[config.mk]
export PLATFORM = sky130hd
export DESIGN_NAME = resumable_nmi_trap_state
export DESIGN_NICKNAME = d
export VERILOG_FILES = /design/src/hdl/nmi_trap_pkg.sv /design/src/hdl/nmi_status_reg.sv /design/src/hdl/resumable_nmi_trap_state.sv
export VERILOG_INCLUDE_DIRS = /design/src /design/src/hdl
export SDC_FILE = /design/constraint.sdc
export NUM_CORES = 1
export LEC_CHECK = 0
export ABC_AREA = 1
export BUFFER_PORTS_ARGS = -buffer_cell sky130_fd_sc_hd__buf_2
export CAP_MARGIN = 20
export CORE_MARGIN = 2
export CORE_UTILIZATION = 40
export CTS_CLUSTER_DIAMETER = 80
export DETAILED_ROUTE_END_ITERATION = 7
export PLACE_DENSITY = 0.66
export SETUP_SLACK_MARGIN = 0.5
export SLEW_MARGIN = 10
export SYNTH_ARGS = -nofsm -noshare
export SYNTH_HDL_FRONTEND = slang
export SYNTH_SLANG_ARGS = --single-unit
[constraint.sdc]
create_clock -name mclk -period 6.55 [get_ports mclk]
set_input_delay 0.3275 -clock mclk [delete_from_list [all_inputs] [get_ports mclk]]
set_output_delay 0.3275 -clock mclk [all_outputs]
set_load 0.005 [all_outputs]
[src/hdl/nmi_trap_defs.svh]
`ifndef NMI_TRAP_DEFS_SVH
`define NMI_TRAP_DEFS_SVH

// register width and register selector codes
`define XLEN 64
`define SEL_SCRATCH 2'h0
`define SEL_SAVED_PC 2'h1
`define SEL_CAUSE 2'h2
`define SEL_STATUS 2'h3

// status field positions
`define ST_PRIV_HI 12
`define ST_PRIV_LO 11
`define ST_LPAD 9
`define ST_VIRT 7
`define ST_ENABLE 3

// reset values
`define NMI_ENABLE_RESET 1'h0
`define PRIV_MACHINE 2'h3

// default vectors, arbitrary
`define NMI_VECTOR_DEFAULT 64'h0000_0000_0000_1000
`define NMI_EXC_VECTOR_DEFAULT 64'h0000_0000_0000_1100

`endif

[src/hdl/nmi_trap_pkg.sv]
package nmi_trap_pkg;
    typedef struct packed {
        logic [63:0] pc;
        logic [1:0] priv;
        logic virt;
        logic lpad;
    } hart_ctx_t;

    typedef struct packed {
        logic en;
        logic we;
        logic [1:0] sel;
        logic [63:0] wdata;
    } csr_req_t;
endpackage

[src/hdl/nmi_status_reg.sv]
`include "nmi_trap_defs.svh"

// status register: enable is set-only from software, cleared by trap entry
module nmi_status_reg
    import nmi_trap_pkg::*;
(
    // clock and reset
    input wire logic mclk,
    input wire logic rst,
    // control
    input wire logic sw_write,
    input wire logic [63:0] sw_wdata,
    input wire logic trap_take,
    input wire hart_ctx_t trap_ctx,
    input wire logic ret_take,
    // state
    output logic [63:0] status_rd,
    output logic nmi_enable
);
    logic enable_reg;
    logic [1:0] priv_reg;
    logic virt_reg;
    logic lpad_reg;
    logic enable_next;

    // trap clears, return or software one sets; software zero is ignored
    assign enable_next = trap_take ? 1'h0 :
        ((ret_take || (sw_write && sw_wdata[`ST_ENABLE])) ? 1'h1 : enable_reg);

    ////////////////////////////////////////////////////////////////////////
    always_ff @(posedge mclk or posedge rst) begin
        if (rst) begin
            enable_reg <= `NMI_ENABLE_RESET;
            priv_reg <= `PRIV_MACHINE;
            virt_reg <= 1'h0;
            lpad_reg <= 1'h0;
        end else begin
            enable_reg <= enable_next;
            if (trap_take) begin
                priv_reg <= trap_ctx.priv;
                virt_reg <= trap_ctx.virt;
                lpad_reg <= trap_ctx.lpad;
            end else if (sw_write) begin
                priv_reg <= sw_wdata[`ST_PRIV_HI:`ST_PRIV_LO];
                virt_reg <= sw_wdata[`ST_VIRT];
                lpad_reg <= sw_wdata[`ST_LPAD];
            end
        end
    end

    // reserved bits read as zero
    always_comb begin
        status_rd = 64'h0;
        status_rd[`ST_PRIV_HI:`ST_PRIV_LO] = priv_reg;
        status_rd[`ST_VIRT] = virt_reg;
        status_rd[`ST_LPAD] = lpad_reg;
        status_rd[`ST_ENABLE] = enable_reg;
    end
    assign nmi_enable = enable_reg;

    p_sw_zero_keeps: assert property (@(posedge mclk) disable iff (rst)
        (sw_write && !sw_wdata[`ST_ENABLE] && !trap_take && enable_reg) |=> enable_reg)
        else $error("software zero cleared enable");
endmodule // nmi_status_reg

[src/hdl/resumable_nmi_trap_state.sv]
`include "nmi_trap_defs.svh"
module resumable_nmi_trap_state
    import nmi_trap_pkg::*;
#(
    parameter logic [63:0] NMI_VECTOR = `NMI_VECTOR_DEFAULT,
    parameter logic [63:0] NMI_EXC_VECTOR = `NMI_EXC_VECTOR_DEFAULT,
    parameter logic ALIGN_SWITCHABLE = 1'h1
)
(
    // clock and reset
    input wire logic mclk,
    input wire logic rst,
    // platform interrupt inputs
    input wire logic resumable_nmi,
    input wire logic [62:0] nmi_cause_code,
    // hart context
    input wire logic insn_boundary,
    input wire hart_ctx_t cur_ctx,
    input wire logic align32,
    input wire logic machine_interrupt_enable,
    input wire logic modify_privilege_flag,
    input wire logic other_irq_pending,
    input wire logic wfi_irq_pending,
    // exceptions
    input wire logic exc_valid,
    input wire logic exc_double_trap,
    input wire logic [62:0] exc_code,
    // return instruction
    input wire logic resumable_return,
    // register access port
    input wire csr_req_t csr_req,
    output logic [63:0] csr_rdata,
    // control outputs
    output logic nmi_take,
    output logic redirect_valid,
    output logic [63:0] redirect_pc,
    output logic [1:0] new_priv,
    output logic new_virt,
    output logic clear_landing_pad,
    output logic clear_modify_privilege,
    output logic squash_retire,
    output logic effective_modify_privilege_flag,
    output logic other_irq_allowed,
    output logic wfi_wake,
    output logic nmi_enable
);
    logic [63:0] scratch_reg;
    logic [63:0] saved_pc_reg;
    logic [63:0] cause_reg;
    logic [63:0] status_rd;
    logic [63:0] pc_rd;
    logic double_take;
    logic masked_exc;
    logic ret_go;
    logic sw_wr;

    function automatic logic [63:0] pc_mask(input logic [63:0] v, input logic a32);
        pc_mask = {v[63:2], v[1] & ~a32, 1'h0};
    endfunction

    ////////////////////////////////////////////////////////////////////////
    // take decisions; nmi is checked before any other trap source
    assign nmi_take = resumable_nmi && nmi_enable && insn_boundary;
    assign masked_exc = exc_valid && !nmi_enable && !nmi_take;
    assign double_take = masked_exc && exc_double_trap;
    assign ret_go = resumable_return && !nmi_take;
    assign sw_wr = csr_req.en && csr_req.we;
    assign squash_retire = nmi_take;
    // no other interrupt while enable is zero, machine enable aside
    assign other_irq_allowed = other_irq_pending && nmi_enable && !nmi_take;
    // wake ignores enable entirely
    assign wfi_wake = wfi_irq_pending || resumable_nmi;
    assign effective_modify_privilege_flag = modify_privilege_flag && nmi_enable;

    ////////////////////////////////////////////////////////////////////////
    // redirect and mode change
    assign redirect_valid = nmi_take || masked_exc || ret_go;
    assign redirect_pc = nmi_take ? NMI_VECTOR :
        (masked_exc ? NMI_EXC_VECTOR : pc_rd);
    assign new_priv = ret_go ? status_rd[`ST_PRIV_HI:`ST_PRIV_LO] : `PRIV_MACHINE;
    assign new_virt = ret_go ? status_rd[`ST_VIRT] : 1'h0;
    assign clear_landing_pad = nmi_take;
    assign clear_modify_privilege = ret_go &&
        (status_rd[`ST_PRIV_HI:`ST_PRIV_LO] != `PRIV_MACHINE);

    ////////////////////////////////////////////////////////////////////////
    // context registers
    always_ff @(posedge mclk or posedge rst) begin
        if (rst) begin
            scratch_reg <= 64'h0;
            saved_pc_reg <= 64'h0;
            cause_reg <= 64'h0;
        end else begin
            if (sw_wr && csr_req.sel == `SEL_SCRATCH) begin
                scratch_reg <= csr_req.wdata;
            end
            if (nmi_take) begin
                saved_pc_reg <= {cur_ctx.pc[63:1], 1'h0};
            end else if (sw_wr && csr_req.sel == `SEL_SAVED_PC) begin
                saved_pc_reg <= {csr_req.wdata[63:1], 1'h0};
            end
            if (nmi_take) begin
                cause_reg <= {1'h1, nmi_cause_code};
            end else if (double_take) begin
                cause_reg <= {1'h0, exc_code};
            end else if (sw_wr && csr_req.sel == `SEL_CAUSE) begin
                cause_reg <= csr_req.wdata;
            end
        end
    end

    // bit one hides under 32-bit alignment, still stored
    assign pc_rd = pc_mask(saved_pc_reg, align32 || !ALIGN_SWITCHABLE);

    nmi_status_reg u_status (
        .mclk(mclk),
        .rst(rst),
        .sw_write(sw_wr && csr_req.sel == `SEL_STATUS),
        .sw_wdata(csr_req.wdata),
        .trap_take(nmi_take),
        .trap_ctx(cur_ctx),
        .ret_take(ret_go),
        .status_rd(status_rd),
        .nmi_enable(nmi_enable)
    );

    // read mux
    always_comb begin
        unique case (csr_req.sel)
            `SEL_SCRATCH: csr_rdata = scratch_reg;
            `SEL_SAVED_PC: csr_rdata = pc_rd;
            `SEL_CAUSE: csr_rdata = cause_reg;
            `SEL_STATUS: csr_rdata = status_rd;
        endcase
    end

    ////////////////////////////////////////////////////////////////////////
    p_pc_saved: assert property (@(posedge mclk) disable iff (rst)
        nmi_take |=> saved_pc_reg[63:1] == $past(cur_ctx.pc[63:1]))
        else $error("saved pc wrong");
    p_bit0: assert property (@(posedge mclk) disable iff (rst)
        pc_rd[0] == 1'h0) else $error("pc bit zero set");
    p_cause_irq: assert property (@(posedge mclk) disable iff (rst)
        nmi_take |=> cause_reg[63] && cause_reg[62:0] == $past(nmi_cause_code))
        else $error("interrupt cause wrong");
    p_cause_dbl: assert property (@(posedge mclk) disable iff (rst)
        double_take |=> !cause_reg[63]) else $error("double trap cause wrong");
    p_priv: assert property (@(posedge mclk) disable iff (rst)
        nmi_take |=> status_rd[12:11] == $past(cur_ctx.priv)) else $error("priv not saved");
    p_clear_en: assert property (@(posedge mclk) disable iff (rst)
        nmi_take |=> !nmi_enable) else $error("enable not cleared");
    p_ret_set: assert property (@(posedge mclk) disable iff (rst)
        ret_go |=> nmi_enable) else $error("return did not set enable");
    p_masked: assert property (@(posedge mclk) disable iff (rst)
        !nmi_enable |-> !nmi_take && !other_irq_allowed) else $error("irq while masked");
    p_modify_privilege_flag: assert property (@(posedge mclk) disable iff (rst)
        !nmi_enable |-> !effective_modify_privilege_flag) else $error("modify_privilege_flag leaked");
    p_vec: assert property (@(posedge mclk) disable iff (rst)
        masked_exc |-> redirect_pc == NMI_EXC_VECTOR) else $error("wrong exception vector");
endmodule // resumable_nmi_trap_state

* After elaboration in Yosys (flattened, before gate mapping)
Index checks and enable logic that the tools add are counted.
Cells by class: equality and inequality tests 4, mux-type cells 18, reductions and logical operators 27, bitwise logic cells 2
Operator list (number):
- 64-bit two-way mux | 7
- 64-bit one-hot mux with 4 select lines | 1
- 1-bit logical AND | 16
- 1-bit two-way mux | 7
- 2-bit two-way mux | 3
- 2-bit nonzero test | 3
- 2-bit equality test, second input constant | 2
- 1-bit logical OR | 4
- 3-bit nonzero test | 1
- 2-bit by 1-bit equality test with 1-bit output, second input constant | 1
- 1-bit logical NOT | 2
- 2-bit logical NOT | 1
- 2-bit != test, second input constant | 1
- 1-bit AND | 1
- 1-bit inverter | 1
Word-level totals: register bits after elaboration 197, word-level logic and storage cells 58, bits of input ports 274

* Longest topological paths before layout
Gate-level depths: netlist of the first run.
depth after elaboration 7, mapped depth 8

* Modules after synthesis
A second synthesis of the first run with hierarchy kept.
Unflattened totals: cells, all modules 1806, area total of the unflattened synthesis 12543.3 um^2
By module, submodules not included:
- resumable_nmi_trap_state | instances 1, cells an instance 1716, seq. area each 4779.6 um^2, area an instance 11852.6 um^2
- nmi_status_reg | instances 1, cells an instance 90, seq. area each 127.6 um^2, area an instance 690.7 um^2

* Least setup slack after synthesis of the first run
Ideal clock, no wire load.
path type register -> output, start point register u_status.enable_reg (netlist: u_status.nmi_enable), end point output clear_modify_privilege, arrival 1.245 ns, data required time 6.222 ns, slack 4.978 ns, buffers on the path 2, stages on the path, launching flop included 8, cells stage by stage dfrtp_1 nand3_2 buf_2 clkbuf_1 nand2_1 inv_1 nand2_1 nand2_1
Between the ends: cells in the longest elaborated chain, start to end 5
Ends and longest elaborated chain:
- start, declared | RTL line nmi_status_reg.sv:20 | logic enable_reg;
- start signal, assigned | RTL line nmi_status_reg.sv:33 | enable_reg <= `NMI_ENABLE_RESET;
- start signal, assigned | RTL line nmi_status_reg.sv:38 | enable_reg <= enable_next;
- 1-bit logical AND (2 in series) | RTL line resumable_nmi_trap_state.sv:63 | assign nmi_take = resumable_nmi && nmi_enable && insn_boundary;
- 1-bit logical NOT | RTL line resumable_nmi_trap_state.sv:66 | assign ret_go = resumable_return && !nmi_take;
- 1-bit logical AND | RTL line resumable_nmi_trap_state.sv:66
- 1-bit logical AND | RTL line resumable_nmi_trap_state.sv:83 | assign clear_modify_privilege = ret_go &&
- end, declared | RTL line resumable_nmi_trap_state.sv:40 | output logic clear_modify_privilege,
Every way passes these cells.

* Final worst setup path of the first run
start point register u_status.enable_reg (netlist: u_status.nmi_enable), end point output redirect_pc[25]
Between the ends: cells in the longest elaborated chain, start to end 6
Ends and longest elaborated chain:
- 1-bit logical AND (2 in series) | RTL line resumable_nmi_trap_state.sv:63
- 1-bit logical NOT | RTL line resumable_nmi_trap_state.sv:64 | assign masked_exc = exc_valid && !nmi_enable && !nmi_take;
- 1-bit logical AND | RTL line resumable_nmi_trap_state.sv:64
- 64-bit two-way mux | RTL line resumable_nmi_trap_state.sv:79 | (masked_exc ? NMI_EXC_VECTOR : pc_rd);
- 64-bit two-way mux (*) | RTL line resumable_nmi_trap_state.sv:78 | assign redirect_pc = nmi_take ? NMI_VECTOR :
- end, declared | RTL line resumable_nmi_trap_state.sv:36 | output logic [63:0] redirect_pc,
Mark *: on every way between the ends. The rest lies on a longest branch, timed or not.

==> impl_metrics.json, run 1 <==
{
  "status": "completed",
  "rsz0062_at_grt": "false",
  "critPathKind": "register to primary output",
  "io_pins": 414,
  "grtUsageTotal_pct": 27.5,
  "fmax_mhz": 283,
  "fin_hold_ws_ns": 0.0224,
  "cts_made_buffers": 17,
  "ys_types": 27,
  "cts_num_sinks": 196,
  "clkTransAtPathRegs_ns": 0.08,
  "ys_seq_elements": 196,
  "grt_antenna_before_repair": 4,
  "ir_worst_vdd_mv": 0.153,
  "syn_area_sq_mm": 0.0116,
  "drive_above_1_share_pct": 27.6,
  "first_pass_iters": 5,
  "synthCells": 1618,
  "overflow": 0,
  "ys.warnings.count": 0,
  "cts_tree": "yes",
  "syn_area_per_cell_sq_um": 7.19,
  "place_hpwl_mm": 26.5,
  "synth_fp_nets": 1892,
  "synth-seq-area-share_pct": 42.2,
  "post-cts-setup-buffers": 0,
  "worstMarginPinSlew_ns": 1.09,
  "setup-violations-final": 0,
  "fin_util_pct": 49.9,
  "period_minus_slack_ns": 3.53,
  "clk_path_buf_depth": 2,
  "worstPathArrival_ns": 3.20,
  "grt_pass1_wl_mm": 66.5,
  "rrSetupSlack_ns": 3.80,
  "row_count": 62,
  "routed-wl-met3_mm": 3.09,
  "p_leak_uw": 0.00772,
  "grt_pass1_vias": 12100,
  "dr_wl_met2_mm": 20.2,
  "highest_layer": "met5",
  "h-tree-depth": 4,
  "min_path_type": "input port to async pin",
  "wl_per_cell_um": 18.4,
  "coreArea_sq_mm": 0.0287,
  "die_area_sq_mm": 0.0305,
  "hold_viol": 0,
  "p_per_area_mw_per_mm2": 257,
  "layout.nets": 2192,
  "slew_violations": 0,
  "die_x_um": 175,
  "period_share_pct": 53.9,
  "cts_hold_buf": 0,
  "met1Wirelength_mm": 18.2,
  "clkLatencyLatePin_ns": 0.43,
  "antenna_left": 0,
  "max_slew_margin_pct": 27.1,
  "cp-end-kind": "primary output",
  "vias": 12800,
  "reg2reg_depth": 5,
  "skew_ns": 0.0158,
  "via_per_inst": 5.52,
  "drtIter0Drc": 1190,
  "wirelength_mm": 42.6,
  "path_max_fanout": 66,
  "required_ns": 6.22,
  "clockRootBuffer": "clkbuf_16",
  "drc": 0,
  "max_cap_viol_count": 0,
  "synthToLayoutAreaGrowth_pct": 23.1,
  "start_kind": "register",
  "portBuffers": 410,
  "initial_core_util_pct": 40.5,
  "post_cts_resized": 0,
  "fin_setup_tns_ns": 0,
  "die_h_um": 175,
  "gp_routability_congestion": 0.866,
  "grt_max_degree": 205
}
## layout by cell type, fill, tap and decap left out, types with 6 or more instances in the layout
cell,count
buf_2,410
buf_4,14
clkbuf_16,17
clkinv_4,6
dfrtp_1,194
inv_1,135
nand2_1,479
nand3_1,193
nand4_1,127
nor2_1,63
o211ai_1,115
o21ai_0,63
o21ai_1,10
or2_1,6
or2_2,58
## cells by family (layout without fill, tap and decap cells)
family	after synthesis	count (layout)	share of synthesized area, %
AOI/OAI and AO/OA	196	196	11.1
DFF	196	196	42.2
and+or+nand+nor	938	938	36.7
buffers and inverters	287	599	10.0
other	1	4	0.0322
## Yosys cell counts
master | count | share of area [%]
nand3_2 | 2 | 0.17
dfstp_2 | 2 | 0.45
nand4_1 | 127 | 6.8
o21ai_1 | 10 | 0.43
o21ai_0 | 63 | 2.7
nor2_4 | 1 | 0.097
nor2_1 | 64 | 2.1
nand3_1 | 194 | 8.3
buf_1 | 20 | 0.65
nor2_2 | 1 | 0.054
clkinv_1 | 1 | 0.032
or2_1 | 6 | 0.32
nand2_1 | 483 | 16
clkbuf_1 | 70 | 2.3
or2_2 | 58 | 3.1
a22o_1 | 1 | 0.075
o2111ai_1 | 5 | 0.38
nand2_2 | 1 | 0.054
a31oi_1 | 2 | 0.11
o211ai_1 | 115 | 7.4
inv_2 | 4 | 0.13
buf_4 | 7 | 0.45
dfrtp_1 | 194 | 42
nor3_1 | 1 | 0.043
conb_1 | 1 | 0.032
buf_2 | 48 | 2.1
inv_1 | 137 | 4.4
## critical path, stage by stage (launching register included)
cell     delay, ns
dfrtp_1       0.47
inv_2         0.12
buf_4         0.69
nand2_1       0.24
nand2_2       0.12
buf_4         0.73
nor2_1        0.16
buf_2         0.19
## metal layers
metal | GRT usage, % | vias up
met2 | 44.9 | 595
met3 | 3.63 | 73
li1 | - | 6003
met1 | 37.9 | 6112
met4 | 9.13 | 2
met5 | 0 | -
## layout make-up
cell class                      instances  area (sq um)
Multi-Input combinational cell       1135          5630
Fill cell                            2965         14400
Clock inverter                         12           119
Sequential cell                       196          4910
Tap cell                              384           480
Antenna cell                            3          7.51
Timing Repair Buffer                  426          2200
Inverter                              142           541
Clock buffer                           19           443
## where the power goes
part           internal, uW  total (uW)  switching, uW
combinational           423        1050            631
sequential             1470        1610            141
clock                   511        1020            508
total                  2410        3690           1280
## worst paths after layout
kind                                startpoint                to
setup / recovery           u_status.nmi_enable   redirect_pc[25]
hold / removal                             rst  saved_pc_reg[17]
setup reg to reg           u_status.nmi_enable     cause_reg[56]
hold reg to reg                scratch_reg[11]   scratch_reg[11]
max in group asynchronous                  rst   scratch_reg[55]
min in group mclk                  cur_ctx[22]  saved_pc_reg[18]
## per-stage QoR
stage / std cells / instance area (sq um) / setup slack [ns] / total power [uW]
final: 2317 / 14300 / 3.02 / 3690
after global routing: 2316 / 14300 / 2.88 / 3910
after CTS: 2313 / 14300 / 3.04 / 3710
after detailed placement: 2282 / 13700 / 3.12 / 2680
after floorplan: 1618 / 11600 / 0.885 / 2240
after global placement: 2282 / 13700 / 3.12 / 2650
Power figures use the tool's default switching activity.
==> inputs of run 2 (changes only) <==
- PLACE_DENSITY: 0.66 -> 0.69
- clock period: 6.55 -> 2.85 ns (I/O delays scaled with it)
==> impl_metrics.json, run 2 (synthesis gave the netlist of run 1 again) <==
{
  "antenna_left": 0,
  "wl_per_cell_um": 17.8,
  "clkTransAtPathRegs_ns": 0.08,
  "rsz0062_at_grt": "true",
  "fmax_mhz": 441,
  "worst-path-buf-inv": 4,
  "drive_above_1_share_pct": 26.5,
  "clkLatencyLatePin_ns": 0.44,
  "grt_max_degree": 179,
  "dpl-instance-area_sq_mm": 0.0140,
  "slew_violations": 0,
  "status": "completed",
  "grt_pass1_vias": 12700,
  "hold-path-cell-count": 3,
  "synthToLayoutAreaGrowth_pct": 34.4,
  "fin_area_sq_mm": 0.0156,
  "p_leak_uw": 0.00827,
  "start_kind": "register",
  "final_cell_mix": "nand2_1, buf_2, dfrtp_1, nand3_1, inv_1",
  "wirelength_mm": 43.3,
  "initial_core_util_pct": 40.5,
  "period_minus_slack_ns": 2.27,
  "clockRootBuffer": "clkbuf_16",
  "n_fill_cell": 2802,
  "portBuffers": 410,
  "max_slew_margin_pct": 41.2,
  "worstMarginPinSlew_ns": 0.883,
  "cts_made_buffers": 17,
  "final_common_cell": "nand2_1",
  "layout.nets": 2310,
  "path_depth": 6,
  "place_hpwl_mm": 26.8,
  "required_ns": 2.71,
  "die_area_sq_mm": 0.0305,
  "worstPathArrival_ns": 2.13,
  "reg2reg_depth": 6,
  "critPathKind": "register to primary output",
  "period_share_pct": 79.7,
  "die_x_um": 175,
  "via_per_inst": 5.50,
  "fin_setup_tns_ns": 0,
  "setup-violations-final": 0,
  "grt_antenna_before_repair": 8,
  "vias": 13400,
  "row_count": 62,
  "overflow": 0,
  "cp-end-kind": "primary output",
  "crit_family": "buffers and inverters",
  "first_pass_iters": 5,
  "ir_worst_vdd_mv": 0.350,
  "grt_pass1_wl_mm": 67.6,
  "grtUsageTotal_pct": 27.8,
  "coreArea_sq_mm": 0.0287,
  "io_pins": 414,
  "drtIter0Drc": 1335,
  "cts_num_sinks": 196,
  "die_h_um": 175,
  "min_path_type": "input port to register",
  "p_per_area_mw_per_mm2": 555,
  "drc": 0,
  "skew_ns": 0.0119,
  "cp_cell_sequence": "nand3_4, buf_4, buf_16, o21ai_0, inv_1, buf_2",
  "max_cap_viol_count": 0,
  "hold_viol": 0,
  "slowest_stage": "dfrtp_1",
  "cts_tree": "yes",
  "clk_path_buf_depth": 2,
  "path_max_fanout": 92,
  "h-tree-depth": 4,
  "gp_routability_congestion": 0.869,
  "max_stage_delay_ns": 0.48
}
## run 2: final cells by class
| class | instances | area [sq um] | share of cell area (%) |
|---|---|---|---|
| Sequential cell | 196 | 4910 | 31.4 |
| Inverter | 142 | 541 | 3.46 |
| Tap cell | 384 | 480 | 3.07 |
| Clock inverter | 12 | 120 | 0.768 |
| Antenna cell | 3 | 7.51 | 0.0480 |
| Timing Repair Buffer | 544 | 3500 | 22.4 |
| Clock buffer | 20 | 447 | 2.86 |
| Multi-Input combinational cell | 1135 | 5630 | 36.0 |
## run 2: per-stage QoR
| step | hold WS, ns | setup WS, ns | total power [uW] | cells | util (%) |
|---|---|---|---|---|---|
| 3_5_place_dp | 0.118 | 0.754 | 6190 | 2293 | 48.6 |
| 6_report | 0.0123 | 0.580 | 8670 | 2436 | 54.5 |
| 4_1_cts | 0.000538 | 0.528 | 8680 | 2433 | 54.4 |
| 5_1_grt | 0.00247 | 0.419 | 9210 | 2436 | 54.5 |
| 3_3_place_gp | 0.120 | 0.758 | 6120 | 2293 | 48.6 |
| 2_1_floorplan | 0.288 | 0.177 | 5140 | 1618 | - |
## run 2: worst min-delay path, cell delays in order
cell,delay (ns)
buf_2,0.11
inv_1,0.06
o21ai_0,0.09
## run 2: what timing repair did
item	4_1_cts	5_1_grt
resized for setup	1	3
setup endpoints to repair	26	3
endpoints found under the hold margin	124	0
setup buffers	0	0
hold buffers	108	0
## run 2: final timing paths
check | startpoint | slack, ns | end
min in group asynchronous | rst | 0.22 | saved_pc_reg[61]
min | csr_req[34] | 0.01 | scratch_reg[34]
max in group asynchronous | rst | 1.87 | scratch_reg[38]
max reg2reg | u_status.nmi_enable | 0.68 | cause_reg[41]
max | u_status.nmi_enable | 0.58 | redirect_pc[8]
min reg2reg | scratch_reg[12] | 0.48 | scratch_reg[12]
## run 2: report_power, final
| group | switching [uW] | total [uW] | internal, uW |
|---|---|---|---|
| Sequential | 328 | 3710 | 3380 |
| Clock | 1200 | 2380 | 1180 |
| Combinational | 1480 | 2580 | 1110 |
## run 2: metal layers
| metal | global-route usage (%) | wire (um) |
|---|---|---|
| met5 | 0 | 57 |
| met4 | 11.0 | 1450 |
| met3 | 4.79 | 3480 |
| met2 | 45.2 | 20500 |
| met1 | 36.9 | 17800 |
==> inputs of run 3 (changes only) <==
- ABC_AREA: 1 -> 0
- PLACE_DENSITY: 0.69 -> 0.7
- clock period: 2.85 -> 1.9 ns (I/O delays scaled with it)
==> impl_metrics.json, run 3 <==
{
  "status": "finished with violations",
  "violations": "negative setup slack",
  "grt_antenna_before_repair": 2,
  "clkTransAtPathRegs_ns": 0.08,
  "path_max_fanout": 7,
  "cp-end-kind": "register",
  "critPathKind": "register to register",
  "grt_pass1_wl_mm": 68.4,
  "placed_cells": 1574,
  "cts_num_sinks": 196,
  "slowest_stage": "dfrtp_2",
  "synthCells": 878,
  "period_minus_slack_ns": 2.04,
  "wl_per_cell_um": 25.6,
  "skew_ns": 0.0212,
  "syn_area_per_cell_sq_um": 12.0,
  "cts_tree": "yes",
  "clockRootBuffer": "clkbuf_16",
  "ys.warnings.count": 0,
  "slew_violations": 0,
  "gr-usage-met1_pct": 40.7,
  "ys_types": 34,
  "final_common_cell": "buf_2",
  "synthToLayoutAreaGrowth_pct": 76.1,
  "wirelength_mm": 49.0,
  "synth-edff-count": 0,
  "start_kind": "register",
  "fin_util_pct": 71.7,
  "via_per_inst": 5.84,
  "fmax_mhz": 491,
  "synth_common_cells": "dfrtp_1, mux2_2, mux2i_1, nand2_1",
  "antenna_left": 0,
  "overflow": 0,
  "h-tree-depth": 4,
  "worstPathArrival_ns": 2.35,
  "yosysTopAreaCell": "dfrtp_1",
  "busiest_layer": "met2",
  "gp_routability_congestion": 0.810,
  "p_per_area_mw_per_mm2": 826,
  "synth_area_leaders": "dfrtp_1, mux2_2, mux2i_1, a221o_1, a22o_1",
  "cp_cell_sequence": "nand3_4, inv_8, buf_12, buf_12, buf_12, buf_12, buf_12, buf_16, a22o_1, a221o_1",
  "hold_viol": 0,
  "synth_flop_cell": "dfrtp_1",
  "setup_slack_ns": -0.136,
  "ir_worst_vdd_mv": 0.481,
  "coreArea_sq_mm": 0.0260,
  "synth-seq-area-share_pct": 46.4,
  "vias": 11200,
  "dp_slack_ns": 0.0555,
  "required_ns": 2.21,
  "drtIter0Drc": 995,
  "die_x_um": 167,
  "cts_made_buffers": 17,
  "yosysMostFrequentCell": "dfrtp_1",
  "max_slew_margin_pct": 57.1,
  "grt_pass1_vias": 11300,
  "die_h_um": 167,
  "async_reset_ff_share_pct": 100,
  "rsz0062_at_grt": "true",
  "period_share_pct": 107,
  "die_area_sq_mm": 0.0278,
  "initial_core_util_pct": 40.7,
  "final_cell_mix": "buf_2, dfrtp_1, dlygate4sd3_1, mux2_2, buf_6",
  "gr-usage-met3_pct": 6.92,
  "drc": 0,
  "place_hpwl_mm": 23.2,
  "portBuffers": 410,
  "clk_path_buf_depth": 2,
  "grt_max_degree": 105,
  "max_cap_viol_count": 0,
  "clkLatencyLatePin_ns": 0.45,
  "row_count": 59,
  "max_stage_delay_ns": 0.45,
  "fin_cells": 1914,
  "io_pins": 414,
  "synth_fp_nets": 1152,
  "layout.nets": 1839,
  "worstMarginPinSlew_ns": 0.643,
  "min_path_type": "input port to register",
  "gr-usage-met2_pct": 54.5,
  "cp_common_cell": "buf_12",
  "yosysTopAreaCellShare_pct": 45.9,
  "power_uw": 15400,
  "syn_area_sq_mm": 0.0106,
  "first_pass_iters": 7,
  "setup-violations-final": 155,
  "grtUsageTotal_pct": 32.6,
  "drive_above_1_share_pct": 55.6,
  "p_leak_uw": 0.00882,
  "fin_hold_ws_ns": 0.00951,
  "ys_seq_elements": 196
}
run 3: cell count changes after synthesis, moves of 55 or more:
cell      change
a221o_1      +63
a22o_1       +62
and2_1       +62
inv_1       -134
mux2_2      +185
mux2i_1      +64
nand2_1     -419
nand3_1     -194
nand4_1     -126
nor2_1       -59
o211ai_1    -115
or2_2        -55
run 3: kinds of logic (layout without fill, tap and decap cells):
logic type             after synthesis  count (layout)  synth area share (%)
muxes                              259             259                  27.4
and+or+nand+nor                    147             147                  7.35
other                                1               2                0.0355
buffers and inverters               82             782                  4.12
DFF                                196             196                  46.4
AOI/OAI and AO/OA                  193             193                  14.7
run 3: critical path, delay by kind of cell (launching register included):
family | cells | cell delay, ns
AO/OA/AOI/OAI | 2 | 0.53
buffers and inverters | 7 | 0.81
flip-flops | 1 | 0.45
AND/OR/NAND/NOR | 1 | 0.11
run 3: metal layers:
metal / routed length (um) / up-vias
met5: 12 / -
met4: 2580 / 2
met3: 4030 / 175
met2: 23600 / 757
met1: 18800 / 5558
li1: - / 4680
run 3: cell type report:
cell class              count  area (sq um)
fillers                  1704          7360
repair buffers            746          7060
multi-input cells         600          5630
flip-flops and latches    196          4910
clock buffers              20           467
well taps                 335           419
clock inverters            12           115
inverters                   4          26.3
diodes                      1          2.50
run 3: worst paths after layout:
| path | end | depth (start not counted) | startpoint | slack (ns) |
|---|---|---|---|---|
| min in group asynchronous | scratch_reg[6] | 4 | rst | 0.36 |
| worst max register to register | cause_reg[13] | 10 | u_status.nmi_enable | -0.14 |
| max in group asynchronous | cause_reg[32] | 4 | rst | 1.03 |
| worst min register to register | scratch_reg[22] | 1 | scratch_reg[22] | 0.50 |
| worst max-delay path | cause_reg[13] | 10 | u_status.nmi_enable | -0.14 |
| worst min-delay path | cause_reg[8] | 3 | exc_code[8] | 0.01 |
run 3: timing repair:
item	CTS	global route
setup buffers	60	29
hold endpoints to repair	350	1
gates resized for setup	154	151
hold buffers	170	1
endpoints found under the setup margin	212	235
cloned	37	10
pin swaps	61	83
run 3: through the flow:
step / TNS, ns / instance area (sq um)
global placement: 0 / 13100
finish: -9.65 / 18600
floorplan: -140.96 / 10600
CTS: -5.06 / 17500
global route: -20.18 / 18600
detailed placement: 0 / 13100
run 3: report_power, final:
part | leakage (uW) | total, uW | switching [uW] | internal [uW]
combinational | 0.00618 | 5940 | 2270 | 3670
sequential | 0.00235 | 5780 | 644 | 5130
clock | 0.000286 | 3680 | 1840 | 1840
total | 0.00882 | 15400 | 4750 | 10600
